## src/design/rdc_obs_pkg.sv

```systemverilog
// Package: register map, field layouts, reset values and timing constants
// of the resolver velocity, peak sample and debug select block.
// Assumes a 32-bit APB slave at pclk of 20 MHz.
package rdc_obs_pkg;

    // ------------------------------------------------------------------
    // Register offsets (byte addresses)
    // ------------------------------------------------------------------
    localparam logic [7:0] velocity_off   = 8'h5c;
    localparam logic [7:0] peak_off       = 8'h60;
    localparam logic [7:0] debug_off      = 8'h64;

    // ------------------------------------------------------------------
    // Field positions
    // ------------------------------------------------------------------
    localparam int sine_pk_lsb    = 16;
    localparam int sine_pk_msb    = 28;
    localparam int cos_pk_lsb     = 0;
    localparam int cos_pk_msb     = 12;
    localparam int period_sel_lsb = 28;
    localparam int period_sel_msb = 29;
    localparam int data_sel_lsb   = 16;
    localparam int data_sel_msb   = 22;
    localparam int velocity_sign_lsb = 25;

    // ------------------------------------------------------------------
    // Reset values
    // ------------------------------------------------------------------
    localparam logic [31:0] velocity_rst   = 32'h0000_0000;
    localparam logic [31:0] peak_rst       = 32'h0000_0000;
    localparam logic [1:0]  period_sel_rst = 2'h0;
    localparam logic [6:0]  data_sel_rst   = 7'h00;

    // ------------------------------------------------------------------
    // Debug selector codes
    // ------------------------------------------------------------------
    localparam logic [6:0] sel_sar_adc    = 7'h3b;
    localparam logic [6:0] sel_loop_ctl   = 7'h2f;
    localparam logic [6:0] sel_sq_integ   = 7'h2e;
    localparam logic [6:0] sel_sq_sum     = 7'h2d;
    localparam logic [6:0] sel_cos_offset = 7'h1d;
    localparam logic [6:0] sel_sin_offset = 7'h1c;
    localparam logic [6:0] sel_cos_sample = 7'h1a;
    localparam logic [6:0] sel_sin_sample = 7'h19;

    // ------------------------------------------------------------------
    // Measuring windows, in ns, and their cycle counts at pclk
    // ------------------------------------------------------------------
    localparam int clk_period_ns = 50;
    localparam int win0_ns       = 12800;
    localparam int win1_ns       = 51200;
    localparam int win2_ns       = 102400;
    localparam int win3_ns       = 204800;
    localparam logic [12:0] win0_cyc = 13'((win0_ns + clk_period_ns - 1) / clk_period_ns);
    localparam logic [12:0] win1_cyc = 13'((win1_ns + clk_period_ns - 1) / clk_period_ns);
    localparam logic [12:0] win2_cyc = 13'((win2_ns + clk_period_ns - 1) / clk_period_ns);
    localparam logic [12:0] win3_cyc = 13'((win3_ns + clk_period_ns - 1) / clk_period_ns);

    // Internal converter quantities routed to the debug port
    typedef struct packed {
        logic [11:0] sar_adc;
        logic [7:0]  loop_ctl;
        logic [15:0] sq_integ;
        logic [15:0] sq_sum;
        logic [9:0]  cos_offset;
        logic [9:0]  sin_offset;
        logic [12:0] cos_sample;
        logic [12:0] sin_sample;
    } debug_src_t;

endpackage

```

## src/design/input_sync.sv

```systemverilog
// Three-stage synchroniser with agreement filter for a pin level.
// Assumes the input is asynchronous to pclk.
module input_sync
(
    input  wire logic pclk,
    input  wire logic presetn,
    input  wire logic din,
    output logic      dout
);

    logic [2:0] sh_q;

    // Shift chain; only stages 2 and 3 are compared
    always_ff @(posedge pclk or negedge presetn)
    begin
        if (!presetn)
            sh_q <= 3'h0;
        else
            sh_q <= {sh_q[1:0], din};
    end

    // Output follows once the last two stages agree
    always_ff @(posedge pclk or negedge presetn)
    begin
        if (!presetn)
            dout <= 1'b0;
        else if (sh_q[1] == sh_q[2])
            dout <= sh_q[2];
    end

endmodule // input_sync

```

## src/design/rdc_observe.sv

```systemverilog
// Read-side observation block: velocity, excitation-peak samples and a
// debug select port, on an APB slave.
// Assumes converter quantities arrive on pclk; the peak trigger is a pin.
//
// Local design decision: register access over APB.

// Behaviour
// - Velocity is angle change, 32-bit two's complement
// - LSB 0.07 rpm, bit 24 1171875 rpm
// - Angle-error lock forces velocity to zero
// - Two-bit selector picks measuring window length
// - Peak trigger captures sine into bits 28:16
// - Peak trigger captures cosine into bits 12:0
// - Samples are two's complement relative to common
// - Reserved bits read as reset value
// - Velocity and peak registers read-only, any width
// - Debug register read/write; data field read-only
// - Seven-bit selector routes internal quantity to data
// - Codes 3b, 2f give ADC and loop control
// - Codes 2e, 2d give sum-of-squares values
// - Codes 1d, 1c give common-mode offsets
// - Codes 1a, 19 give converter sine/cosine samples
module rdc_observe
(
    input  wire logic                    pclk,
    input  wire logic                    presetn,
    // APB slave
    input  wire logic                    psel,
    input  wire logic                    penable,
    input  wire logic                    pwrite,
    input  wire logic [7:0]              paddr,
    input  wire logic [31:0]             pwdata,
    input  wire logic [3:0]              pstrb,
    output logic      [31:0]             prdata,
    output logic                         pready,
    output logic                         pslverr,
    // Converter side
    input  wire logic [15:0]             angle_value,
    input  wire logic                    angle_error_lock,
    input  wire logic                    excitation_peak_trig,
    input  wire logic [12:0]             sine_monitor_input,
    input  wire logic [12:0]             cosine_monitor_input,
    input  wire rdc_obs_pkg::debug_src_t debug_src,
    output logic      [1:0]              velocity_period_sel
);

    // ------------------------------------------------------------------
    // Local signals
    // ------------------------------------------------------------------
    logic [31:0] velocity_value;
    logic [12:0] sine_peak_sample_q;
    logic [12:0] cosine_peak_sample_q;
    logic [1:0]  period_sel_q;
    logic [6:0]  debug_data_select_q;
    logic [15:0] debug_data;
    logic        trig_s;
    logic        trig_prev_q;
    logic        trig_rise;
    logic        wr_en;
    logic        rd_en;
    logic        addr_ok;

    // ------------------------------------------------------------------
    // Velocity measurement
    // ------------------------------------------------------------------
    velocity_meter u_velocity_meter
    (
        .pclk       (pclk),
        .presetn    (presetn),
        .angle      (angle_value),
        .period_sel (period_sel_q),
        .lock       (angle_error_lock),
        .velocity   (velocity_value)
    );

    assign velocity_period_sel = period_sel_q;

    // ------------------------------------------------------------------
    // Excitation peak capture
    // ------------------------------------------------------------------
    // Trigger comes from the excitation timer as a pin; filter it first
    input_sync u_trig_sync
    (
        .pclk    (pclk),
        .presetn (presetn),
        .din     (excitation_peak_trig),
        .dout    (trig_s)
    );

    // Rising edge of the filtered trigger, one capture per peak
    always_ff @(posedge pclk or negedge presetn)
    begin
        if (!presetn)
            trig_prev_q <= 1'b0;
        else
            trig_prev_q <= trig_s;
    end

    assign trig_rise = trig_s & ~trig_prev_q;

    // Monitor inputs are already signed offsets from common; stored as is
    always_ff @(posedge pclk or negedge presetn)
    begin
        if (!presetn)
        begin
            sine_peak_sample_q   <= 13'h0;
            cosine_peak_sample_q <= 13'h0;
        end
        else if (trig_rise)
        begin
            sine_peak_sample_q   <= sine_monitor_input;
            cosine_peak_sample_q <= cosine_monitor_input;
        end
    end

    // ------------------------------------------------------------------
    // Debug data routing
    // ------------------------------------------------------------------
    // Unlisted codes read zero rather than leaving stale data
    always_comb
    begin
        case (debug_data_select_q)
            rdc_obs_pkg::sel_sar_adc:
                debug_data = {4'h0, debug_src.sar_adc};
            rdc_obs_pkg::sel_loop_ctl:
                debug_data = {8'h0, debug_src.loop_ctl};
            rdc_obs_pkg::sel_sq_integ:
                debug_data = debug_src.sq_integ;
            rdc_obs_pkg::sel_sq_sum:
                debug_data = debug_src.sq_sum;
            rdc_obs_pkg::sel_cos_offset:
                debug_data = {6'h0, debug_src.cos_offset};
            rdc_obs_pkg::sel_sin_offset:
                debug_data = {6'h0, debug_src.sin_offset};
            rdc_obs_pkg::sel_cos_sample:
                debug_data = {3'h0, debug_src.cos_sample};
            rdc_obs_pkg::sel_sin_sample:
                debug_data = {3'h0, debug_src.sin_sample};
            default:
                debug_data = 16'h0;
        endcase
    end

    // ------------------------------------------------------------------
    // APB slave
    // ------------------------------------------------------------------
    // Zero wait states: every access completes in its first access cycle
    assign pready  = 1'b1;
    assign addr_ok = (paddr == rdc_obs_pkg::velocity_off)
                   | (paddr == rdc_obs_pkg::peak_off)
                   | (paddr == rdc_obs_pkg::debug_off);
    // Writes to read-only registers are ignored silently, not errored
    assign pslverr = psel & penable & ~addr_ok;
    assign wr_en   = psel & penable & pwrite & addr_ok;
    assign rd_en   = psel & ~penable & ~pwrite;

    // Control fields of the debug register; byte lanes 2 and 3 only.
    // Reserved bits are not stored, so a stray write cannot stick.
    always_ff @(posedge pclk or negedge presetn)
    begin
        if (!presetn)
        begin
            period_sel_q        <= rdc_obs_pkg::period_sel_rst;
            debug_data_select_q <= rdc_obs_pkg::data_sel_rst;
        end
        else if (wr_en && paddr == rdc_obs_pkg::debug_off)
        begin
            if (pstrb[3])
                period_sel_q <= pwdata[rdc_obs_pkg::period_sel_msb:
                                       rdc_obs_pkg::period_sel_lsb];
            if (pstrb[2])
                debug_data_select_q <= pwdata[rdc_obs_pkg::data_sel_msb:
                                              rdc_obs_pkg::data_sel_lsb];
        end
    end

    // Read data registered in setup so it stands through the access
    // phase; sub-word reads just use the wanted lanes of this word.
    always_ff @(posedge pclk or negedge presetn)
    begin
        if (!presetn)
            prdata <= 32'h0;
        else if (rd_en)
        begin
            case (paddr)
                rdc_obs_pkg::velocity_off:
                    prdata <= velocity_value;
                rdc_obs_pkg::peak_off:
                    prdata <= {3'h0, sine_peak_sample_q,
                               3'h0, cosine_peak_sample_q};
                rdc_obs_pkg::debug_off:
                    prdata <= {2'h0, period_sel_q, 5'h0,
                               debug_data_select_q, debug_data};
                default:
                    prdata <= 32'h0;
            endcase
        end
    end

endmodule // rdc_observe

```

## src/design/velocity_meter.sv

```systemverilog
// Velocity meter: angle difference over a selectable measuring window.
// Assumes the angle input is a 16-bit value on pclk, wrapping naturally.
module velocity_meter
(
    input  wire logic        pclk,
    input  wire logic        presetn,
    input  wire logic [15:0] angle,
    input  wire logic [1:0]  period_sel,
    input  wire logic        lock,
    output logic      [31:0] velocity
);

    logic [12:0] cnt_q;
    logic [12:0] limit;
    logic [15:0] start_q;
    logic [15:0] delta;
    logic        win_end;

    // Window length from the selector
    always_comb
    begin
        case (period_sel)
            2'h0:    limit = rdc_obs_pkg::win0_cyc;
            2'h1:    limit = rdc_obs_pkg::win1_cyc;
            2'h2:    limit = rdc_obs_pkg::win2_cyc;
            2'h3:    limit = rdc_obs_pkg::win3_cyc;
            default: limit = rdc_obs_pkg::win0_cyc;
        endcase
    end

    assign win_end = (cnt_q >= limit - 13'h1);
    // Wrapping difference gives the signed shortest angle step
    assign delta   = angle - start_q;

    // Window counter; a selector change takes effect at once via >=
    always_ff @(posedge pclk or negedge presetn)
    begin
        if (!presetn)
            cnt_q <= 13'h0;
        else if (win_end)
            cnt_q <= 13'h0;
        else
            cnt_q <= cnt_q + 13'h1;
    end

    // Angle snapshot at window start
    always_ff @(posedge pclk or negedge presetn)
    begin
        if (!presetn)
            start_q <= 16'h0;
        else if (win_end)
            start_q <= angle;
    end

    // Result refreshed once per window, zero while locked.
    // Angle LSB spans 2^9 velocity LSBs; sign extends through bit 31.
    always_ff @(posedge pclk or negedge presetn)
    begin
        if (!presetn)
            velocity <= rdc_obs_pkg::velocity_rst;
        else if (lock)
            velocity <= 32'h0;
        else if (win_end)
            velocity <= {{7{delta[15]}}, delta, 9'h0};
    end

endmodule // velocity_meter

```

## config.mk

```make
export PLATFORM = sky130hd
export DESIGN_NAME = rdc_observe
export DESIGN_NICKNAME = d
export VERILOG_FILES = /design/src/design/rdc_obs_pkg.sv /design/src/design/input_sync.sv /design/src/design/rdc_observe.sv /design/src/design/velocity_meter.sv
export SDC_FILE = /design/constraint.sdc
export NUM_CORES = 1
export LEC_CHECK = 0
export BUFFER_PORTS_ARGS = -buffer_cell sky130_fd_sc_hd__buf_2
export CAP_MARGIN = 40
export CELL_PAD_IN_SITES_DETAIL_PLACEMENT = 0
export CELL_PAD_IN_SITES_GLOBAL_PLACEMENT = 2
export CORE_UTILIZATION = 32
export CTS_CLUSTER_DIAMETER = 80
export DETAILED_ROUTE_END_ITERATION = 8
export GPL_ROUTABILITY_DRIVEN = 0
export PLACE_DENSITY = 0.88
export REMOVE_ABC_BUFFERS = 1
export SLEW_MARGIN = 20
export SYNTH_ARGS = -nofsm -noshare
export SYNTH_HDL_FRONTEND = slang
export SYNTH_SLANG_ARGS = --single-unit
```

## constraint.sdc

```tcl
create_clock -name pclk -period 6.2 [get_ports pclk]
set_clock_uncertainty 0.15 [all_clocks]
set_input_delay 0.93 -clock pclk [delete_from_list [all_inputs] [get_ports pclk]]
set_output_delay 0.93 -clock pclk [all_outputs]
set_load 0.03 [all_outputs]
```

==> metrics.md <==
| Metric | Value |
|---|---|
| Achievable frequency | `298.7 MHz` |
| Ranking of synthesized cells by area | `dfrtp_1 (44%), mux2_2 (5.6%), nand2_1 (4.7%), o21ai_0 (4.0%), ha_1 (4.0%)` |
| Area share of the leading cell type in the synthesized netlist | `43.69%` |
| Bufs and invs on worst path | `2` |
| Area leader, netlist | `dfrtp_1` |
| I/O Buffers | `200` |
| Num ports | `227` |
| Worst-case reg-to-reg path depth | `7` |
| Worst hold stages | `0` |
| RR Endpoint | `prdata[8]` |
| CP Class | `in2out` |
| Area grow syn2layout | `28.59%` |
| CTS tree | `yes` |
| Setup Buffers After CTS | `0` |
| Most used cell along the critical path | `buf_2` |
| Initial Utilization | `32.73%` |
| Die width | `146.1 µm` |
| Commonest non-fill, non-tap cell in the layout | `buf_2` |
| Post-cts resize count | `0` |
| Clock root buffer | `clkbuf_16` |
| RSZ-0062 raised after global routing | `false` |
| Hold-fix buffers at CTS | `0` |
| Overflow after GRT | `0` |
| Net load switching power | `0.8555 mW` |
| Setup tns final | `0 ns` |
| Async SR Flop Fraction | `100.0%` |
| Initial antenna violation count | `3` |
| Clock period minus worst slack | `roughly 3.3 ns` |
| Drt drc | `0` |
| Prevailing post-synth register cell | `dfrtp_1` |
| Most frequent cells in the layout | `buf_2 (199), dfrtp_1 (116), nand2_1 (83)` |
| Yosys cell types | `70` |
| Avg Cell Area, Syn | `9.491 µm²` |
| Core region area | `0.02030 mm²` |
| CP top delay family | `simple AND/OR/NAND/NOR gates` |
| Relative slew slack | `50.79%` |
| Largest net degree at the start of global routing | `61` |
| FILL cells | `approximately 2000` |
| Status | `complete, no violations` |
| DP HPWL | `15930 µm` |
| Comb power frac | `roughly 28%` |
| Slowest stage delay, CP | `roughly 0.56 ns` |
| Clk pwr share | `36.7%` |
| Seq/Total Area, Yosys | `43.69%` |
| Crit-path max FO | `16` |
| Hold Path Origin | `u_trig_sync.sh_q[0]` |
| First-pass GRT wire length | `~34000 µm` |
| Final WL | `21250 µm` |
| Post-DR wirelength/cell | `18.19 µm` |
| Share of layout cells above drive strength 1 | `34.00%` |
| DP Cell Count | `1134` |
| Worst-path clk slew | `~0.060 ns` |
| Seq pwr share | `34.9%` |
| Max rail drop VDD | `0.0002117 V` |
| Maximum Capacitance Violations | `0` |
| Fin util | `42.09%` |
| Die area | `0.02134 mm²` |
| Final layout net count | `1098` |
| Pwr/cell area | `328.4 mW/mm²` |
| Post-Syn Instances | `700` |
| Clock sinks | `116` |
| Post-synth EDFFs | `0` |
| Vias in the first global route | `5983` |
| Rows | `52` |
| Actual slew at the worst max-slew pin | `0.7382 ns` |
| CP arrival | `approximately 2.3 ns` |
| Min Hold Slack | `0.1968 ns` |
| Power Internal | `around 2 mW` |
| Fin cells | `1168` |
| Worst hold path class | `reg2reg` |
| YS warnings | `0` |
| Req. time, crit path | `5.12 ns` |
| R2R Setup Slk | `between 3 and 4 ns` |
| Total leakage power | `3.908 nW` |
| Reg-to-Reg Start | `debug_data_select_q[0]` |
| DR iter-0 viols | `362` |
| # setup viols final | `0` |
| Vias per inst | `5.151` |
| H-tree depth | `4` |
| Post-route ant nets | `0` |
| Hold endpoint | `u_trig_sync.sh_q[1]` |
| All-Layer GR Usage | `20.51%` |
| Crit start category | `primary input` |
| Yosys reg bits | `116` |
| Hold Violations, Final | `0` |
| Via count | `6016` |
| Die H | `between 100 and 150 µm` |
| Tcrit/Tclk final | `53.99%` |
| 1st-pass router iterations | `4` |
| Max Slew Vio Count | `0` |
| Worst-path cell chain | `buf_2 > or4b_4 > and2b_4 > nor3_1 > buf_2` |
| Area of the mapped netlist | `about 0.0066 mm²` |
| Max clock buf depth | `2` |
| Worst skew pair latency | `about 0.42 ns` |
| Inserted Clock Buffers | `17` |
| CP max stage cell | `or4b_4` |
| Endpoint type of the worst setup path | `primary output` |
| Sw Ratio | `30.50%` |
## flip-flops by register name, indices dropped and copies added, names as in the netlist
| name | count |
|---|---|
| u_velocity_meter.cnt_q | 13 |
| u_velocity_meter.velocity | 16 |
| prdata | 31 |
| trig_prev_q | 1 |
| u_velocity_meter.start_q | 16 |
| debug_data_select_q | 7 |
| cosine_peak_sample_q | 13 |
| u_trig_sync.sh_q | 3 |
| u_trig_sync.dout | 1 |
| sine_peak_sample_q | 13 |
| velocity_period_sel | 2 |
## power groups by stage
stage / Clock [mW] / Combinational, mW / Sequential (mW)
finish: 1.03 / 0.796 / 0.979
global route: 1.08 / 0.912 / 0.996
CTS: 1.05 / 0.804 / 0.980
detailed placement: 0 / 0.799 / 0.993
global placement: 0 / 0.782 / 0.989
floorplan: 0 / 0.564 / 0.987
## routing by layer
metal / share of wire, % / up-vias / wire, µm / global-route usage, %
li1: - / 2932 / - / -
met1: 42 / 2834 / 8925 / 24.64
met2: 49 / 208 / 10460 / 35.29
met4: 2.7 / 4 / 565 / 7.396
met3: 6.0 / 38 / 1265 / 5.438
met5: 0.13 / - / 27 / 0
## area by class of cell
class,count,area (µm²),area share (%)
diodes,1,2.502,0.02929
clock inverters,10,155.1,1.816
flip-flops and latches,116,2903,33.98
inverters,22,82.58,0.9666
well taps,270,337.8,3.954
multi-input cells,514,3453,40.42
repair buffers,214,1149,13.44
clock buffers,21,460.4,5.390
## stage by stage
stage	instance area [µm²]	total power [mW]	worst slack, ns
after global placement	7848	1.771	2.780
after detailed placement	7890	1.792	2.769
final	8543	2.805	2.852
after floorplan	6426	1.552	2.829
after global routing	8541	2.992	2.804
after CTS	8506	2.835	2.841
## synth_stat cells (3+ instances only)
master	count
o211ai_1	4
nand3_1	25
a21oi_1	46
nor4_1	4
o221ai_1	4
a31oi_1	3
and2_1	4
or3b_2	4
a222oi_1	11
o22ai_1	4
ha_1	21
mux2_4	7
clkbuf_1	30
buf_4	4
a211oi_1	6
a32oi_1	6
a221oi_1	7
nor3_1	7
nand2b_1	6
o21ai_0	53
o21bai_1	3
a31o_2	3
buf_2	12
nand4_1	6
and3_1	11
inv_1	22
a22oi_1	26
nand2_1	83
a21o_1	7
xnor2_1	12
dfrtp_1	116
nor2_1	45
a22o_1	6
nor3b_1	4
nor2b_1	5
xor2_1	9
mux2_2	33
## worst max-delay path by stage
stage,slack (ns),cells after the start,to,startpoint
global placement,2.78,11,u_velocity_meter.velocity[21],angle_value[0]
detailed placement,2.77,11,u_velocity_meter.velocity[21],angle_value[0]
CTS,2.84,5,pslverr,paddr[1]
floorplan,2.83,4,prdata[16],paddr[1]
global route,2.80,5,pslverr,paddr[1]
finish,2.85,5,pslverr,paddr[1]
## cells by family (layout without fill, tap and decap cells)
| family | after synthesis | after routing | synth area share [%] |
|---|---|---|---|
| AND/OR/NAND/NOR | 222 | 222 | 16.53 |
| AO/OA/AOI/OAI | 203 | 203 | 20.15 |
| flip-flops | 116 | 116 | 43.69 |
| buffers and inverters | 71 | 267 | 4.576 |
| multiplexers | 43 | 43 | 7.815 |
| adder cells (fa/ha/maj) | 23 | 23 | 4.407 |
| XOR/XNOR | 21 | 21 | 2.768 |
| other | 1 | 3 | 0.05644 |
Power figures use the tool's default switching activity.
